## src/verilog/sas_pkg.sv

```systemverilog
/*
  constants, states and carried types for the four-channel simultaneous
  converter sequencer; assumes a single 125 MHz system clock.
*/
package sas_pkg;
  localparam int CH_N = 4;
  localparam int DATA_W = 14;
  localparam int CLK_PERIOD_NS = 8;
  localparam int CONV_TIME_NS = 2400;
  localparam int CONV_CYCLES = (CONV_TIME_NS + CLK_PERIOD_NS - 1) / CLK_PERIOD_NS;
  localparam int EOC_LOW_CYCLES = 4;
  localparam int EXT_EOC_EDGE = 15;
  localparam int EXT_END_EDGE = 16;
  localparam int FIFO_DEPTH = 8;
  localparam logic [3:0] SEL_RESET = 4'h0;

  typedef enum logic [3:0] {
    ST_IDLE = 4'h1,
    ST_CONV = 4'h2,
    ST_PUSH = 4'h4,
    ST_WAIT = 4'h8
  } sas_state_e;

  typedef struct packed {
    logic last;
    logic [1:0] ch;
    logic [DATA_W-1:0] data;
  } sas_result_s;
endpackage

```

## src/verilog/sas_sync.sv

```systemverilog
/*
  two-flop synchroniser, one generate lane per bit;
  assumes inputs asynchronous to clock_i.
*/
`timescale 1ns/1ps
`default_nettype none
module sas_sync #(
  parameter int W = 1
) (
  input wire logic clock_i,
  input wire logic srst_i,
  input wire logic [W-1:0] async_i,
  output logic [W-1:0] sync_o
);
  logic [W-1:0] meta;
  for (genvar i = 0; i < W; i++) begin : g_lane
    always_ff @(posedge clock_i) begin
      if (srst_i) begin
        meta[i] <= 1'b0;
        sync_o[i] <= 1'b0;
      end else begin
        meta[i] <= async_i[i];
        sync_o[i] <= meta[i];
      end
    end
  end
endmodule
`default_nettype wire

```

## src/verilog/sas_fifo.sv

```systemverilog
/*
  result fifo between conversion engine and output registers;
  assumes one clock, synchronous reset, show-ahead read side.
*/
`timescale 1ns/1ps
`default_nettype none
module sas_fifo #(
  parameter int W = 17,
  parameter int DEPTH = 8
) (
  input wire logic clock_i,
  input wire logic srst_i,
  input wire logic in_valid_i,
  output logic in_ready_o,
  input wire logic [W-1:0] in_data_i,
  output logic out_valid_o,
  input wire logic out_ready_i,
  output logic [W-1:0] out_data_o
);
  localparam int AW = $clog2(DEPTH);
  logic [W-1:0] mem [DEPTH];
  logic [AW-1:0] wp;
  logic [AW-1:0] rp;
  logic [AW:0] count;
  wire push = in_valid_i & in_ready_o;
  wire pop = out_valid_o & out_ready_i;
  assign in_ready_o = (count != (AW+1)'(DEPTH));
  assign out_valid_o = (count != '0);
  assign out_data_o = mem[rp];
  always_ff @(posedge clock_i) begin
    if (push) begin
      mem[wp] <= in_data_i;
    end
  end
  always_ff @(posedge clock_i) begin
    if (srst_i) begin
      wp <= '0;
      rp <= '0;
      count <= '0;
    end else begin
      wp <= push ? AW'(wp + 1'b1) : wp;
      rp <= pop ? AW'(rp + 1'b1) : rp;
      count <= (AW+1)'(count + push - pop);
    end
  end
endmodule
`default_nettype wire

```

## src/verilog/sas_seq.sv

```systemverilog
/*
  sequencer: channel selection, conversion timing, output data registers,
  result pointer and parallel read/write port.
  assumes pins asynchronous (synchronised here) and the analog core
  returning adc_result_i on clock_i for the channel on adc_channel_o.
// Notes on behaviour
// - selected channels converted lowest number first
// - source pin low uses pins, high register
// - selection sampled at conversion start rising edge
// - latched selection held until sequence ends
// - low data lines feed select register
// - select register loads on write strobe rise
// - select register keeps value until rewritten
// - software mode: pick1 clock, pick2 clock choice
// - start rising edge puts all holds on
// - internal clock: 2.4 us per channel
// - end-of-conversion falls after every channel
// - busy falls after last selected channel
// - data bus driven only when selected and read
// - result loads as end-of-conversion falls
// - first result: pointer to first, flag high
// - read advances if next exists, else later
// - reads during conversion repeat current result
// - reading last result wraps pointer, flag high
// - first-result flag level undefined after power-up
// - nth result stored in nth register
// - reads wrap round as circular buffer
// - holds release to tracking after sequence
*/
`timescale 1ns/1ps
`default_nettype none
module sas_seq #(
  parameter int CONV_CYCLES = sas_pkg::CONV_CYCLES,
  parameter int FIFO_DEPTH = sas_pkg::FIFO_DEPTH
) (
  input wire logic clock_i,
  input wire logic srst_i,
  input wire logic conversion_start_n_i,
  input wire logic source_select_i,
  input wire logic [3:0] channel_pick_i,
  input wire logic cs_n_i,
  input wire logic rd_n_i,
  input wire logic wr_n_i,
  input wire logic [13:0] data_i,
  output logic [13:0] data_o,
  output logic data_oe_n_o,
  output logic eoc_n_o,
  output logic busy_o,
  output logic first_result_flag_o,
  output logic hold_o,
  output logic [1:0] adc_channel_o,
  input wire logic [13:0] adc_result_i
);
  localparam int RW = $bits(sas_pkg::sas_result_s);
  localparam logic [8:0] CONV_LAST = 9'(CONV_CYCLES - 1);
  localparam logic [8:0] EXT_EOC = 9'(sas_pkg::EXT_EOC_EDGE);
  localparam logic [8:0] EXT_END = 9'(sas_pkg::EXT_END_EDGE);
  localparam logic [2:0] EOC_LOW = 3'(sas_pkg::EOC_LOW_CYCLES);

  logic [12:0] syn;
  sas_sync #(.W(13)) u_sync (
    .clock_i(clock_i),
    .srst_i(srst_i),
    .async_i({conversion_start_n_i, source_select_i, channel_pick_i,
              cs_n_i, rd_n_i, wr_n_i, data_i[3:0]}),
    .sync_o(syn)
  );
  wire conv_s = syn[12];
  wire hs_s = syn[11];
  wire [3:0] pick_s = syn[10:7];
  wire cs_s = syn[6];
  wire rd_s = syn[5];
  wire wr_s = syn[4];
  wire [3:0] db_s = syn[3:0];

  logic conv_q;
  logic cs_q;
  logic [1:0] arm_cnt;
  logic rd_q;
  logic wr_q;
  logic ext_q;
  logic [3:0] channel_selection;
  logic [3:0] latched_sel;
  logic [3:0] remain;
  logic [8:0] cnt;
  logic busy;
  logic [2:0] eoc_cnt;
  logic [1:0] load_idx;
  logic [2:0] avail;
  logic [1:0] ptr;
  logic frst;
  logic pending;
  logic [13:0] results [4];
  sas_pkg::sas_state_e st;

  // edges on synchronised levels only; first synchroniser stage untouched
  // synchronisers flush as zero after reset, so edges are ignored until they settle
  wire armed = (arm_cnt == 2'h3);
  wire start_edge = conv_s & ~conv_q & armed;
  // cs sampled a cycle earlier: a host may raise cs together with rd
  wire rd_rise = rd_s & ~rd_q & ~cs_q & armed;
  wire wr_load = wr_s & ~wr_q & ~cs_s & rd_s & armed;
  wire use_ext = hs_s & pick_s[1];
  wire ext_fall = ext_q & ~pick_s[0];
  wire [3:0] mux_sel = hs_s ? channel_selection : pick_s;
  wire start_ok = start_edge & (st == sas_pkg::ST_IDLE) & ~busy & (mux_sel != 4'h0);
  wire [1:0] cur_ch = remain[0] ? 2'h0 : remain[1] ? 2'h1 : remain[2] ? 2'h2 : 2'h3;
  wire [3:0] cur_bit = 4'h1 << cur_ch;
  wire [3:0] remain_after = remain & ~cur_bit;
  wire conv_done = use_ext ? (ext_fall & (cnt == EXT_EOC - 9'h1)) : (cnt == CONV_LAST);

  sas_pkg::sas_result_s push_word;
  sas_pkg::sas_result_s pop_word;
  logic fifo_in_ready;
  logic fifo_out_valid;
  wire push = (st == sas_pkg::ST_PUSH) & fifo_in_ready;
  wire pop_ready = (eoc_cnt == 3'h0);
  wire pop = fifo_out_valid & pop_ready;
  assign push_word = '{last: (remain_after == 4'h0), ch: cur_ch, data: adc_result_i};

  // a full fifo stalls the engine in its push state
  sas_fifo #(.W(RW), .DEPTH(FIFO_DEPTH)) u_fifo (
    .clock_i(clock_i),
    .srst_i(srst_i),
    .in_valid_i(st == sas_pkg::ST_PUSH),
    .in_ready_o(fifo_in_ready),
    .in_data_i(push_word),
    .out_valid_o(fifo_out_valid),
    .out_ready_i(pop_ready),
    .out_data_o(pop_word)
  );

  wire [2:0] ptr_next = {1'b0, ptr} + 3'h1;
  wire read_last = ~busy & (ptr_next == avail);

  assign data_oe_n_o = cs_s | rd_s;
  assign eoc_n_o = (eoc_cnt == 3'h0);
  assign busy_o = busy;
  assign hold_o = busy;
  assign first_result_flag_o = frst;

  always_ff @(posedge clock_i) begin
    if (srst_i) begin
      conv_q <= 1'b1;
      cs_q <= 1'b1;
      rd_q <= 1'b1;
      wr_q <= 1'b1;
      ext_q <= 1'b0;
    end else begin
      conv_q <= conv_s;
      cs_q <= cs_s;
      rd_q <= rd_s;
      wr_q <= wr_s;
      ext_q <= pick_s[0];
    end
  end

  always_ff @(posedge clock_i) begin
    if (srst_i) begin
      arm_cnt <= 2'h0;
    end else if (!armed) begin
      arm_cnt <= 2'(arm_cnt + 1'b1);
    end
  end

  always_ff @(posedge clock_i) begin
    if (srst_i) begin
      channel_selection <= sas_pkg::SEL_RESET;
    end else if (wr_load) begin
      channel_selection <= db_s;
    end
  end

  // conversion engine; in software mode pick 1 is the external clock
  always_ff @(posedge clock_i) begin
    if (srst_i) begin
      st <= sas_pkg::ST_IDLE;
      latched_sel <= 4'h0;
      remain <= 4'h0;
      cnt <= 9'h0;
      adc_channel_o <= 2'h0;
    end else begin
      adc_channel_o <= cur_ch;
      case (st)
        sas_pkg::ST_IDLE: begin
          if (start_ok) begin
            latched_sel <= mux_sel;
            remain <= mux_sel;
            cnt <= 9'h0;
            st <= sas_pkg::ST_CONV;
          end
        end
        sas_pkg::ST_CONV: begin
          if (conv_done) begin
            st <= sas_pkg::ST_PUSH;
          end
          if (!use_ext) begin
            cnt <= 9'(cnt + 1'b1);
          end else if (ext_fall) begin
            cnt <= 9'(cnt + 1'b1);
          end
        end
        sas_pkg::ST_PUSH: begin
          if (fifo_in_ready) begin
            remain <= remain_after;
            if (use_ext) begin
              st <= sas_pkg::ST_WAIT;
            end else if (remain_after == 4'h0) begin
              st <= sas_pkg::ST_IDLE;
            end else begin
              cnt <= 9'h0;
              st <= sas_pkg::ST_CONV;
            end
          end
        end
        sas_pkg::ST_WAIT: begin
          if (ext_fall) begin
            cnt <= 9'h0;
            st <= (remain == 4'h0) ? sas_pkg::ST_IDLE : sas_pkg::ST_CONV;
          end
        end
        default: begin
          st <= sas_pkg::ST_IDLE;
        end
      endcase
    end
  end

  // the selection stays latched while busy, even after the engine idles
  always_ff @(posedge clock_i) begin
    if (srst_i) begin
      busy <= 1'b0;
      eoc_cnt <= 3'h0;
    end else begin
      if (start_ok) begin
        busy <= 1'b1;
      end else if (pop && pop_word.last) begin
        busy <= 1'b0;
      end
      if (pop) begin
        eoc_cnt <= EOC_LOW;
      end else if (eoc_cnt != 3'h0) begin
        eoc_cnt <= 3'(eoc_cnt - 1'b1);
      end
    end
  end

  always_ff @(posedge clock_i) begin
    if (pop) begin
      results[load_idx] <= pop_word.data;
    end
  end

  // pointer; flag reset to zero here although the pin level is undefined
  always_ff @(posedge clock_i) begin
    if (srst_i) begin
      load_idx <= 2'h0;
      avail <= 3'h0;
      ptr <= 2'h0;
      frst <= 1'b0;
      pending <= 1'b0;
    end else if (pop) begin
      load_idx <= pop_word.last ? 2'h0 : 2'(load_idx + 1'b1);
      avail <= {1'b0, load_idx} + 3'h1;
      if (load_idx == 2'h0) begin
        ptr <= 2'h0;
        frst <= 1'b1;
        pending <= 1'b0;
      end else if (pending || rd_rise) begin
        ptr <= 2'(ptr + 1'b1);
        frst <= 1'b0;
        pending <= 1'b0;
      end
    end else if (rd_rise) begin
      if (read_last) begin
        ptr <= 2'h0;
        frst <= 1'b1;
      end else if (ptr_next < avail) begin
        ptr <= 2'(ptr + 1'b1);
        frst <= 1'b0;
      end else if (busy) begin
        pending <= 1'b1;
      end
    end
  end

  always_ff @(posedge clock_i) begin
    if (srst_i) begin
      data_o <= 14'h0000;
    end else begin
      data_o <= results[ptr];
    end
  end

  localparam int CONV_T = CONV_CYCLES;
endmodule
`default_nettype wire

```

## config.mk

```make
export PLATFORM = sky130hd
export DESIGN_NAME = sas_seq
export DESIGN_NICKNAME = d
export VERILOG_FILES = /design/src/verilog/sas_pkg.sv /design/src/verilog/sas_sync.sv /design/src/verilog/sas_fifo.sv /design/src/verilog/sas_seq.sv
export SDC_FILE = /design/constraint.sdc
export NUM_CORES = 1
export LEC_CHECK = 0
export BUFFER_PORTS_ARGS = -buffer_cell sky130_fd_sc_hd__buf_2
export CAP_MARGIN = 20
export CORE_AREA = 3 3 134 187
export DETAILED_ROUTE_END_ITERATION = 10
export DIE_AREA = 0 0 137 190
export RECOVER_POWER = 25
export SLEW_MARGIN = 20
export SYNTH_ARGS = -nofsm -noshare
export SYNTH_HDL_FRONTEND = slang
export SYNTH_SLANG_ARGS = --single-unit
export TNS_END_PERCENT = 100
```

## constraint.sdc

```tcl
create_clock -name clock_i -period 2.6 [get_ports clock_i]
set_input_delay 0.26 -clock clock_i [delete_from_list [all_inputs] [get_ports clock_i]]
set_output_delay 0.26 -clock clock_i [all_outputs]
set_load 0.005 [all_outputs]
```

==> impl_metrics.csv <==
group,metric,value,unit
outcome,outcome,"finished, final reports clean",
placement,place_congestion,0.761,
setup_path,worstPathRequired,2990,ps
global_routing,antenna_found_initial,0,
floorplan,row_count,66,
global_routing,grt_overflow,0,
clock_tree,cts.sinks,272,
detailed_routing,vias,5734,
timing,relSlewSlack,0.434,
clock_tree,cts_buffer_depth,3,
detailed_routing,drt_iter0_drc,421,
setup_path,path_class,"register to register",
setup_path,cp.arrival,2730,ps
pwr,switchingPower,2.85,mW
timing,post-route-period-util,0.899,
global_routing,grt_pass1_vias,5945,
synthesis,yosys.cell_types.count,62,
synthesis,synth_flop_cell,"edfxtp_1",
setup_path,end_kind,"register",
floorplan,pin_count,60,
timing,finalSetupViolations,0,
setup_path,ff2ff_setup_slack,260,ps
pwr,pwr-share-seq,0.461,
placement,dp_hpwl,12000,um
detailed_routing,avgRoutedWirePerCell,17.7,um
global_routing,grt_pass1_wl,31200,um
timing,min_period,2340,ps
clock_tree,clk_transition_reported_paths,60,ps
timing,slew_violations,0,
clock_tree,cts_buffers,27,
setup_path,worst-path-max-fanout,3,
detailed_routing,wl,19400,um
clock_tree,tritoncts,"built",
synthesis,synth.cell_area,10500,um2
pwr,powerDensity,917,nW/um2
setup_path,cp-start-kind,"register",
synthesis,synth_seq_area_share,0.687,
pwr,power_leakage,4.33,nW
timing,hold_viol,0,
clock_tree,htree_num_levels,1,
floorplan,die_area,26000,um2
timing,setup_tns,0,ps
pwr,ir_drop,666,uV
clock_tree,insertion_delay,540,ps
detailed_routing,ant_nets,0,
global_routing,grt_max_degree,48,
detailed_routing,routed_via_density,5.23,
pwr,clkPwrFrac,0.346,
hold_path,whs_path_depth,1,
synthesis,async_flop_share,0,
clock_tree,cts_hold_buf,26,
detailed_routing,route.detailed.drc,0,
synthesis,yosys_warnings,0,
setup_path,reg2reg_depth,12,
synthesis,synth_edf_count,176,
cells_and_area,drive_gt1_frac,0.230,
pwr,swShare,0.251,
synthesis,syn-num-nets,731,
timing,rsz0062_at_grt,"false",
global_routing,grtUsageTotal,0.153,
pwr,p_int,8.50,mW
floorplan,start_util,0.447,
clock_tree,post_cts_buffers,0,
detailed_routing,firstDrtPassIters,4,
cells_and_area,utilization,0.528,
clock_tree,cts_root_buf,"clkbuf_16",
synthesis,ys_seq_elements,272,
clock_tree,post_cts_resized,0,
timing,fmax,428,MHz
floorplan,die_height,190,um
pwr,combPwrFrac,0.193,
floorplan,core,23500,um2
synthesis,syn_area_per_cell,15.7,um2
hold_path,holdCritPathClass,"input port to register",
cells_and_area,area_delta_synth_final,18.0,%
run,drv_cap,0,
placement,io_buffers,49,
synthesis,synthCells,670,
timing,worst_pin_slew,849,ps
floorplan,die_x,137,um
cells_and_area,nNetsFinal,831,
cells_and_area,n_antenna_cell,0,
timing,skew,16.6,ps
## cell type report
type	count	area [um2]
clock inverter	11	150
inverter	24	90.1
tap	306	383
fill	1946	11100
sequential	272	7210
timing repair buffer	98	698
multi-input combinational	347	3100
clock buffer	38	757
## power by group through the flow
stage | sequential, mW | clock [mW] | combinational [mW]
finish | 5.23 | 3.93 | 2.19
global route | 5.27 | 4.18 | 2.45
CTS | 5.24 | 4.02 | 2.24
detailed placement | 5.33 | 0 | 2.19
global placement | 5.30 | 0 | 2.12
floorplan | 5.27 | 0 | 1.59
## cell families (layout without fill, tap and decap cells)
kind of cell / after synthesis / count (layout) / synth area share
simple gates: 180 / 180 / 0.0954
buf+inv: 51 / 171 / 0.0207
flops: 272 / 272 / 0.687
xor+xnor: 8 / 8 / 0.00668
mux: 69 / 69 / 0.120
fa+ha+maj: 23 / 23 / 0.0279
compound gates: 67 / 67 / 0.0426
## worst paths after layout
| path | start | endpoint |
|---|---|---|
| worst max-delay path | u_fifo.count[2] | u_fifo.count[2] |
| worst min-delay path | adc_result_i[12] | u_fifo.mem[6][12] |
| worst max register to register | u_fifo.count[2] | u_fifo.count[2] |
| worst min register to register | u_sync.meta[8] | u_sync.sync_o[8] |
## layer usage
| layer | GRT usage | share of wire | vias up | routed length, um |
|---|---|---|---|---|
| met5 | 0 | 0 | - | 0 |
| met4 | 0.0457 | 0.021 | 0 | 415 |
| met3 | 0.0225 | 0.037 | 34 | 724 |
| met2 | 0.270 | 0.52 | 111 | 10200 |
| met1 | 0.193 | 0.42 | 2890 | 8150 |
| li1 | - | - | 2699 | - |
## critical path, cell delays in order, from the launching register on
cell and delay [ps]:
dfxtp_1 300, inv_1 100, ha_1 160, or3b_1 390, nand2_2 90, inv_1 50
ha_1 260, inv_1 60, ha_1 150, inv_1 50, fa_1 370, xor2_1 150
nor2_1 60
## sequential cells by signal (all words and copies together) (netlist names), 9 cells and up, named ones only
name and flops:
data_o 14, u_fifo.mem 120, u_sync.sync_o 13, results 56, cnt 9, u_sync.meta 13
## synthesized netlist by cell type, types with 10 or more instances
master    number  area, um2
nand2_1       27        101
mux2_2        14        158
dfxtp_1       96       1920
nor2b_1       46        288
nand2b_1      10       62.6
edfxtp_1     176       5290
nor2_1        35        131
a21oi_1       25        125
ha_1          21        263
clkbuf_1      16       60.1
mux2i_1       11        110
inv_1         23       86.3
nand3_1       11       55.1
mux4_2        44        991
## through the flow
stage | cells | cell area [um2] | hold WS, ps | setup slack, ps | power, mW
after CTS | 1096 | 12400 | 1.59 | 246 | 11.5
after global placement | 1021 | 11200 | 424 | 316 | 7.42
final | 1096 | 12400 | 120 | 262 | 11.4
after floorplan | 670 | 10500 | 359 | 88.1 | 6.86
after detailed placement | 1021 | 11200 | 429 | 264 | 7.52
after global routing | 1096 | 12400 | 102 | 109 | 11.9
## cells in the final DEF, fill, tap and decap left out, types with 3 or more instances in the layout
| cell | synthesis | routed |
|---|---|---|
| xnor2_1 | 4 | 4 |
| nor2b_1 | 46 | 46 |
| clkbuf_8 | 0 | 4 |
| buf_2 | 6 | 35 |
| nand3_1 | 11 | 11 |
| ha_1 | 21 | 21 |
| nand2b_1 | 10 | 10 |
| inv_1 | 23 | 24 |
| nand2_1 | 27 | 27 |
| nor3_2 | 0 | 4 |
| buf_12 | 0 | 3 |
| clkbuf_1 | 16 | 21 |
| a21o_1 | 3 | 3 |
| and3_1 | 9 | 9 |
| edfxtp_1 | 176 | 176 |
| mux2i_1 | 11 | 11 |
| xor2_1 | 4 | 4 |
| mux2_2 | 14 | 14 |
| dfxtp_1 | 96 | 95 |
| a21oi_1 | 25 | 25 |
| dlygate4sd3_1 | 0 | 26 |
| buf_4 | 3 | 20 |
| mux4_2 | 44 | 44 |
| or2_2 | 7 | 7 |
| clkinv_2 | 0 | 3 |
| a31oi_1 | 4 | 4 |
| nor2_1 | 35 | 35 |
| or3_1 | 8 | 8 |
| o21ai_0 | 7 | 7 |
| a211oi_1 | 4 | 4 |
| clkbuf_16 | 0 | 27 |
| o21ai_1 | 9 | 9 |
| bufinv_16 | 0 | 3 |
| o32ai_1 | 3 | 3 |
No activity file was read; power rests on OpenSTA's default activity.
